===== src/design/eeprom_spi_pkg.sv =====
/*
 Shared constants for the serial EEPROM SPI client front end.
 Assumes one 40 MHz system clock samples every pin of the SPI link.
*/
package eeprom_spi_pkg;
    localparam int BYTE_W = 8;
    localparam int PAGE_COUNT = 2048;
    localparam int PAGE_BYTES = 256;
    localparam int PAGE_IDX_W = $clog2(PAGE_COUNT);
    localparam int BYTE_IDX_W = $clog2(PAGE_BYTES);
    localparam int ADDR_W = 24;
    localparam int ADDR_BYTES = 3;
    localparam int STATUS_W = 16;
    localparam int STATUS_WPEN_POS = 7;
    localparam int STATUS_BP_LO = 2;
    localparam int STATUS_BP_W = 2;
    localparam int SERIAL_NUM_W = 128;
    localparam int ID_PAGE_BYTES = 256;
    localparam int PARTITION_COUNT = 8;
    localparam int PARTITION_W = 8;
    localparam int PART_END_LO = 0;
    localparam int PART_END_W = 6;
    localparam int PART_BEH_LO = 6;
    localparam int ADDR_ZONE_LO = 13;
    localparam int ID_W = 40;
    localparam int FIFO_DEPTH = 16;
    localparam int FIFO_W = BYTE_W + 1;
    localparam int PIN_W = 5;
    localparam logic [4:0] PIN_RST = 5'h1c;        // Select, pause, protect high; clock, data low
    localparam logic [2:0] BIT_LAST = 3'h7;
    localparam logic [2:0] BYTE_CNT_MAX = 3'h4;
    // Partition behaviour field, two bits
    typedef enum logic [1:0] {
        PROT_NONE, PROT_SW, PROT_PIN, PROT_SW_LOCKED
    } prot_level_t;
endpackage


===== src/design/eeprom_spi_front.sv =====
/*
 SPI client front end of a serial EEPROM, with its receive FIFO.
 Assumes an external host drives cs_n, sck and si; all pins are sampled
 by clk through two flip-flops. The opcode engine sits on the user side.
*/
// Operation
// - Deselected means standby and output released
// - Input ignored while deselected
// - Select edges frame every command sequence
// - Stay out of standby during write
// - Output changes on falling clock only
// - Input captured on rising clock edges
// - Output released while paused
// - Pause suspends without losing sequence state
// - Legacy mode: pin guards status and array; array_guard here follows only the block bits, not the pin
// - Enhanced mode: pin guards partition zones
// - Array is 2048 pages of 256
// - Status register is sixteen bits
// - Security register: serial number, lockable page
// - Eight partition registers, eight bits each
// - Four partition protection levels
// - Identification register forty bits, read-only
// - Only SPI modes 0 and 3
// - Bytes enter MSB first from first rise
// - Output MSB first after command bytes
// - Pause changes only while clock low
// - Pause ignores input and clock
// - Select rising while paused aborts sequence

module spi_rx_fifo #(
    parameter int WIDTH = 9,
    parameter int DEPTH = 16
) (
    input wire logic clk,
    input wire logic rst,
    input wire logic [WIDTH-1:0] in_data,
    input wire logic in_valid,
    output logic in_ready,
    output logic [WIDTH-1:0] out_data,
    output logic out_valid,
    input wire logic out_ready
);
    localparam int AW = $clog2(DEPTH);
    logic [WIDTH-1:0] mem_r [DEPTH];
    logic [WIDTH-1:0] mem_nxt [DEPTH];
    logic [AW-1:0] wr_r, wr_nxt, rd_r, rd_nxt;
    logic [AW:0] cnt_r, cnt_nxt;
    logic do_wr, do_rd;

    assign in_ready = cnt_r != DEPTH[AW:0];
    assign out_valid = cnt_r != '0;
    assign out_data = mem_r[rd_r];
    assign do_wr = in_valid && in_ready;
    assign do_rd = out_valid && out_ready;

    always_comb begin
        mem_nxt = mem_r;
        wr_nxt = wr_r;
        rd_nxt = rd_r;
        cnt_nxt = cnt_r;
        if (do_wr) begin
            mem_nxt[wr_r] = in_data;
            wr_nxt = wr_r + 1'b1;
        end
        if (do_rd) begin
            rd_nxt = rd_r + 1'b1;
        end
        if (do_wr && !do_rd) begin
            cnt_nxt = cnt_r + 1'b1;
        end else if (do_rd && !do_wr) begin
            cnt_nxt = cnt_r - 1'b1;
        end
    end

    always_ff @(posedge clk or posedge rst) begin
        if (rst) begin
            wr_r <= '0;
            rd_r <= '0;
            cnt_r <= '0;
            for (int i = 0; i < DEPTH; i++) begin
                mem_r[i] <= '0;
            end
        end else begin
            wr_r <= wr_nxt;
            rd_r <= rd_nxt;
            cnt_r <= cnt_nxt;
            mem_r <= mem_nxt;
        end
    end
endmodule

module eeprom_spi_front
    import eeprom_spi_pkg::*;
(
    input wire logic clk,
    input wire logic rst,
    input wire logic cs_n,
    input wire logic sck,
    input wire logic si,
    input wire logic hold_n,
    input wire logic wp_n,
    output logic so_o,
    output logic so_oe,
    output logic [eeprom_spi_pkg::BYTE_W-1:0] rx_byte,
    output logic rx_first,
    output logic rx_valid,
    input wire logic rx_ready,
    output logic rx_overrun,
    input wire logic [eeprom_spi_pkg::BYTE_W-1:0] tx_data,
    input wire logic tx_enable,
    output logic tx_taken,
    output logic frame_start,
    output logic frame_end,
    output logic frame_abort,
    output logic standby,
    output logic paused,
    input wire logic write_busy,
    output logic [eeprom_spi_pkg::PAGE_IDX_W-1:0] page_index,
    output logic [eeprom_spi_pkg::BYTE_IDX_W-1:0] page_offset,
    input wire logic protection_mode_select,
    input wire logic [eeprom_spi_pkg::STATUS_W-1:0] status_word,
    input wire logic [eeprom_spi_pkg::PARTITION_W-1:0] partition_register
        [eeprom_spi_pkg::PARTITION_COUNT],
    output logic status_guard,
    output logic array_guard,
    output logic zone_pin_guard,
    output logic zone_sw_guard
);
    import eeprom_spi_pkg::*;

    // Pin synchronisers: {cs_n, hold_n, wp_n, sck, si}
    logic [PIN_W-1:0] pin_m_r, pin_s_r;
    logic cs_s, hold_s, wp_s, sck_s, si_s;
    always_ff @(posedge clk or posedge rst) begin
        if (rst) begin
            pin_m_r <= PIN_RST;
            pin_s_r <= PIN_RST;
        end else begin
            pin_m_r <= {cs_n, hold_n, wp_n, sck, si};
            pin_s_r <= pin_m_r;
        end
    end
    assign {cs_s, hold_s, wp_s, sck_s, si_s} = pin_s_r;

    logic cs_d_r, cs_d_nxt, sck_d_r, sck_d_nxt, held_r, held_nxt;
    logic started_r, started_nxt, out_phase_r, out_phase_nxt, so_r, so_nxt;
    logic [2:0] bit_cnt_r, bit_cnt_nxt, byte_cnt_r, byte_cnt_nxt;
    logic [BYTE_W-1:0] rx_sh_r, rx_sh_nxt, tx_sh_r, tx_sh_nxt;
    logic [ADDR_W-1:0] addr_r, addr_nxt;
    logic start_r, start_nxt, end_r, end_nxt, abort_r, abort_nxt;
    logic taken_r, taken_nxt;
    logic cs_fall, cs_rise, active, rise, fall, push, push_ready;
    logic [BYTE_W-1:0] push_byte;

    assign cs_fall = cs_d_r && !cs_s;
    assign cs_rise = cs_s && !cs_d_r;
    // Edges count only while selected and not paused
    assign active = !cs_s && !held_r && !cs_fall;
    assign rise = active && sck_s && !sck_d_r;
    // A falling edge before the first rise is mode 3 idle-high, not data
    assign fall = active && !sck_s && sck_d_r && started_r;
    assign push_byte = {rx_sh_r[BYTE_W-2:0], si_s};
    assign push = rise && bit_cnt_r == BIT_LAST;

    always_comb begin
        cs_d_nxt = cs_s;
        sck_d_nxt = sck_s;
        held_nxt = held_r;
        started_nxt = started_r;
        out_phase_nxt = out_phase_r;
        so_nxt = so_r;
        bit_cnt_nxt = bit_cnt_r;
        byte_cnt_nxt = byte_cnt_r;
        rx_sh_nxt = rx_sh_r;
        tx_sh_nxt = tx_sh_r;
        addr_nxt = addr_r;
        start_nxt = cs_fall;
        end_nxt = cs_rise && !held_r;
        abort_nxt = cs_rise && held_r;
        taken_nxt = 1'b0;
        if (cs_s) begin
            held_nxt = 1'b0;
        end else if (!sck_s) begin
            held_nxt = !hold_s;
        end
        if (cs_fall) begin
            started_nxt = 1'b0;
            out_phase_nxt = 1'b0;
            so_nxt = 1'b0;
            bit_cnt_nxt = '0;
            byte_cnt_nxt = '0;
        end
        if (rise) begin
            started_nxt = 1'b1;
            rx_sh_nxt = push_byte;
            bit_cnt_nxt = bit_cnt_r + 3'h1;
            if (push && byte_cnt_r != BYTE_CNT_MAX) begin
                byte_cnt_nxt = byte_cnt_r + 3'h1;
            end
            if (push && byte_cnt_r != '0 && byte_cnt_r != BYTE_CNT_MAX) begin
                addr_nxt = {addr_r[ADDR_W-BYTE_W-1:0], push_byte};
            end
        end
        if (fall) begin
            if (bit_cnt_r == '0 && tx_enable) begin
                out_phase_nxt = 1'b1;
                so_nxt = tx_data[BYTE_W-1];
                tx_sh_nxt = {tx_data[BYTE_W-2:0], 1'b0};
                taken_nxt = 1'b1;
            end else if (bit_cnt_r == '0) begin
                out_phase_nxt = 1'b0;
            end else if (out_phase_r) begin
                so_nxt = tx_sh_r[BYTE_W-1];
                tx_sh_nxt = {tx_sh_r[BYTE_W-2:0], 1'b0};
            end
        end
    end

    always_ff @(posedge clk or posedge rst) begin
        if (rst) begin
            cs_d_r <= 1'b1;
            sck_d_r <= 1'b0;
            held_r <= 1'b0;
            started_r <= 1'b0;
            out_phase_r <= 1'b0;
            so_r <= 1'b0;
            bit_cnt_r <= '0;
            byte_cnt_r <= '0;
            rx_sh_r <= '0;
            tx_sh_r <= '0;
            addr_r <= '0;
            start_r <= 1'b0;
            end_r <= 1'b0;
            abort_r <= 1'b0;
            taken_r <= 1'b0;
        end else begin
            cs_d_r <= cs_d_nxt;
            sck_d_r <= sck_d_nxt;
            held_r <= held_nxt;
            started_r <= started_nxt;
            out_phase_r <= out_phase_nxt;
            so_r <= so_nxt;
            bit_cnt_r <= bit_cnt_nxt;
            byte_cnt_r <= byte_cnt_nxt;
            rx_sh_r <= rx_sh_nxt;
            tx_sh_r <= tx_sh_nxt;
            addr_r <= addr_nxt;
            start_r <= start_nxt;
            end_r <= end_nxt;
            abort_r <= abort_nxt;
            taken_r <= taken_nxt;
        end
    end

    // Pin released when deselected, paused or outside data phases
    assign so_oe = out_phase_r && !cs_s && !held_r;
    assign so_o = so_r;
    assign standby = cs_s && !write_busy;
    assign paused = held_r;
    assign frame_start = start_r;
    assign frame_end = end_r;
    assign frame_abort = abort_r;
    assign tx_taken = taken_r;
    assign rx_overrun = push && !push_ready;
    assign page_index = addr_r[BYTE_IDX_W +: PAGE_IDX_W];
    assign page_offset = addr_r[BYTE_IDX_W-1:0];

    logic [FIFO_W-1:0] fifo_out;
    spi_rx_fifo #(.WIDTH(FIFO_W), .DEPTH(FIFO_DEPTH)) u_rx_fifo (
        .clk(clk),
        .rst(rst),
        .in_data({byte_cnt_r == '0, push_byte}),
        .in_valid(push),
        .in_ready(push_ready),
        .out_data(fifo_out),
        .out_valid(rx_valid),
        .out_ready(rx_ready)
    );
    assign {rx_first, rx_byte} = fifo_out;

    // Write protection guards
    logic [PARTITION_COUNT-1:0] zone_hit;
    prot_level_t zone_level;
    for (genvar g = 0; g < PARTITION_COUNT; g++) begin : g_zone
        assign zone_hit[g] = addr_r[ADDR_ZONE_LO +: PART_END_W] <=
            partition_register[g][PART_END_LO +: PART_END_W];
    end
    always_comb begin
        zone_level = PROT_NONE;
        for (int i = PARTITION_COUNT - 1; i >= 0; i--) begin
            if (zone_hit[i]) begin
                zone_level = prot_level_t'(partition_register[i][PART_BEH_LO +: 2]);
            end
        end
    end
    assign status_guard = !protection_mode_select && status_word[STATUS_WPEN_POS]
        && !wp_s;
    assign array_guard = !protection_mode_select
        && status_word[STATUS_BP_LO +: STATUS_BP_W] != '0;
    assign zone_pin_guard = protection_mode_select && !wp_s
        && zone_level == PROT_PIN;
    assign zone_sw_guard = protection_mode_select
        && (zone_level == PROT_SW || zone_level == PROT_SW_LOCKED);
endmodule


===== config.mk =====
export PLATFORM = sky130hd
export DESIGN_NAME = eeprom_spi_front
export DESIGN_NICKNAME = d
export VERILOG_FILES = /design/src/design/eeprom_spi_pkg.sv /design/src/design/eeprom_spi_front.sv
export SDC_FILE = /design/constraint.sdc
export NUM_CORES = 1
export LEC_CHECK = 0
export BUFFER_PORTS_ARGS = -buffer_cell sky130_fd_sc_hd__buf_2
export CAP_MARGIN = 0
export CORE_AREA = 3 3 133 148
export CTS_BUF_LIST = sky130_fd_sc_hd__clkbuf_8
export DETAILED_ROUTE_END_ITERATION = 8
export DIE_AREA = 0 0 136 151
export GPL_TIMING_DRIVEN = 1
export PLACE_DENSITY = 0.81
export SLEW_MARGIN = 25
export SYNTH_ARGS = -nofsm -noshare
export SYNTH_HDL_FRONTEND = slang
export SYNTH_SLANG_ARGS = --single-unit

===== constraint.sdc =====
create_clock -name clk -period 10.15 [get_ports clk]
set_input_delay 2.03 -clock clk [delete_from_list [all_inputs] [get_ports clk]]
set_output_delay 2.03 -clock clk [all_outputs]
set_load 0.005 [all_outputs]

==> flow_summary.json <==
{
  "cp.required_ns": 8.12,
  "whs_endpoint": "pin_s_r[4]",
  "y_dimension_of_the_die_um": 151,
  "synth.lib_cells_used.distinct": 60,
  "wl_per_cell_um": 18.83,
  "synthesis.nets": 1000,
  "final_hold_viol_count": 0,
  "reg2regPathDepth": 11,
  "antennaDiodeCount": 0,
  "via_per_inst": 5.780,
  "netlist_area_um2": 10870,
  "timing.setup.tns_ns": 0,
  "count_of_warnings_emitted_by_yosys": 0,
  "endpoint_kind": "output port",
  "clock_sink_count": 216,
  "holdBufCountCts": 0,
  "syn_inst": 838,
  "ys_ff_latch": 216,
  "final.period_utilization_pct": 61.95,
  "crit_arrival_ns": 4.26,
  "floorplan.core_area_um2": 18350,
  "power_density_nw_per_um2": 157.3,
  "post-dp-hpwl_mm": 15.66,
  "synth-edff-count": 0,
  "syn-mean-instance-area_um2": 12.98,
  "hold_class": "reg -> reg",
  "clock.fmax_mhz": 159.0,
  "clkLatencyLatePin_ns": 0.53,
  "maxSlewViolCount": 0,
  "maxSlewHeadroom_pct": 39.48,
  "placementRows": 52,
  "path_clk_slew_ns": 0.06,
  "r2r-start": "paused",
  "top_level_ports": 141,
  "number_of_post_cts_setup_repair_buffers": 0,
  "first_iter_violations": 318,
  "dominantRegCellSynth": "dfrtp_1",
  "postLayoutCoreUtil_pct": 67.11,
  "grt_pass1_vias": 7485,
  "layout-area-overhead-vs-synth_pct": 13.23,
  "htree_levels": 2,
  "timing.hold.worst_path_depth": 0,
  "type_of_element_launching_the_critical_path": "input pin",
  "postRouteWirelength_mm": 23.20,
  "worst_clock_skew_ns": 0.03270,
  "multiInputGateArea_um2": 5077,
  "cap_viol_max_count": 0,
  "placement.io_buffers": 127,
  "reg_to_reg_end": "u_rx_fifo.cnt_r[4]",
  "post-route-drc-count": 0,
  "antenna_found_initial": 0,
  "post_cts_resized": 0,
  "cts_inserted_buffers": 34,
  "largest_net_degree_at_the_start_of_global_routing": 139,
  "outcome": "completed",
  "finish.net_count": 1129,
  "root_cell_of_the_clock_tree": "clkbuf_8",
  "global_route_wire_length_before_repair_mm": 37.68,
  "vias": 7121,
  "cts_tree": "yes",
  "synth-async-reset-ratio_pct": 100.0,
  "track_usage_pct": 23.37,
  "timing.critical_path.fanout_max": 5,
  "hold_start": "pin_m_r[4]",
  "class_of_the_most_critical_setup_path": "in -> out",
  "drt_first_pass_iters": 5,
  "floorplan.die.width_um": 136,
  "timing.final.crit_period_ns": 6.288,
  "cts_buffer_depth": 3,
  "irDropWorstVdd_mv": 0.1382,
  "drive_gt1_share_pct": 40.34,
  "place_congestion": 0.7842,
  "r2r_setup_slack_ns": 7.05,
  "timing.final.setup_violations": 0,
  "ant_nets": 0,
  "total_leakage_power_nw": 6.514,
  "rsz0062_at_grt": "no",
  "grt_overflow": 0,
  "fillers": 1318,
  "floorplan.initialDensity_pct": 59.27,
  "register_area_um2": 5415,
  "worst_slew_pin_slew_ns": 0.9079,
  "design.die.area_um2": 20540,
  "synth-seq-area-share_pct": 49.79
}
## synthesized netlist by cell type (6+ instances only)
library cell,instances,area (um2)
dfrtp_1,209,5230
mux2_2,143,1610
ha_1,62,775.7
nand2_1,62,232.7
inv_1,60,225.2
mux4_2,45,1013
o21ai_0,31,155.2
nor2_1,25,93.84
a21oi_1,22,110.1
clkbuf_1,21,78.83
nand2_2,12,75.07
nand3_1,11,55.05
mux2i_1,8,80.08
nor2b_1,8,50.05
xnor2_1,8,70.07
buf_1,7,26.28
dfstp_2,7,183.9
nand2b_1,7,43.79
nand4_1,7,43.79
buf_2,6,30.03
mux2_1,6,67.56
## flip-flops by register name (all words and copies together) (netlist names), 4 cells and up
| register | count |
|---|---|
| u_rx_fifo.mem_r | 144 |
| u_rx_fifo.cnt_r | 5 |
| pin_m_r | 5 |
| tx_sh_r | 7 |
| u_rx_fifo.wr_r | 4 |
| rx_sh_r | 7 |
| u_rx_fifo.rd_r | 4 |
| addr_r | 19 |
| pin_s_r | 5 |
## cells in the final DEF, fill, tap and decap left out, types with 2 or more instances in the layout
cell type     n
clkinvlp_4    2
o21bai_1      3
o31ai_1       3
buf_4         2
o32a_1        2
and3_1        2
and2_1        2
xnor2_1       8
a21oi_1      22
mux2i_1       8
mux2_1        6
o311a_1       2
dfstp_2       7
o2111ai_1     2
nor2b_1       8
or2_2         3
dfrtp_1     208
a211oi_1      2
mux2_2      143
clkbuf_8     39
a21boi_0      3
o21ai_0      31
nand4b_2      4
nor3b_1       3
nand2b_1      7
mux4_2       45
o21a_1        3
nand4_1       7
a21o_1        4
nor2_1       25
ha_1         62
nand2_2      12
buf_2       127
nand2_1      62
nand3_1      11
nand3b_1      3
xor2_1        3
o211ai_1      3
inv_1        74
## report_power, final
part           internal, mW  total (mW)  switching [mW]
Combinational         0.142       0.287           0.146
Sequential            0.895       0.975          0.0799
Clock                 0.350       0.675           0.325
Total                  1.39        1.94           0.550
## worst max-delay path by stage
stage / from / depth (start not counted) / to
finish: partition_register[37] / 10 / zone_pin_guard
global placement: partition_register[37] / 10 / zone_pin_guard
floorplan: rst / 1 / addr_r[0]
global route: partition_register[37] / 10 / zone_pin_guard
CTS: partition_register[37] / 10 / zone_pin_guard
detailed placement: partition_register[37] / 10 / zone_pin_guard
## cell families after synthesis
logic type | synth area share [%]
AND/OR/NAND/NOR | 7.640
AO/OA/AOI/OAI | 5.362
adder cells (fa/ha/maj) | 7.318
XOR/XNOR | 0.8860
multiplexers | 25.49
buffers and inverters | 3.521
flip-flops | 49.79
## worst max-delay path: stages
cell and delay, ns:
buf_2 0.10, inv_1 0.08, ha_1 0.24, and4_1 0.22, o21a_1 0.11, o31ai_1 0.60, o2111ai_1 0.22, o221a_2 0.29
a311oi_1 0.23, buf_2 0.15
## final cells by class
type                            count  area share, %
Multi-Input combinational cell    525          41.24
Inverter                           60          1.890
Sequential cell                   216          43.98
Clock inverter                     19         0.6910
Clock buffer                       39          4.359
Timing Repair Buffer              130          5.375
Tap cell                          243          2.469
## stage by stage
stage	instances	total power [mW]	hold WS, ns	instance area [um2]	worst slack (ns)
after floorplan	838	1.194	0.3312	10870	2.224
after global placement	1174	1.275	0.3317	11690	3.855
after detailed placement	1174	1.282	0.3371	11690	3.858
after CTS	1232	1.961	0.3543	12310	3.857
after global routing	1232	2.034	0.3537	12310	3.709
final	1232	1.937	0.3522	12310	3.862
## per-layer routing
metal | wire, um | GRT usage (%)
met1 | 9307 | 28.96
met2 | 11600 | 40.96
met3 | 1587 | 4.618
met4 | 709 | 8.317
met5 | 0 | 0
Power figures use the tool's default switching activity.
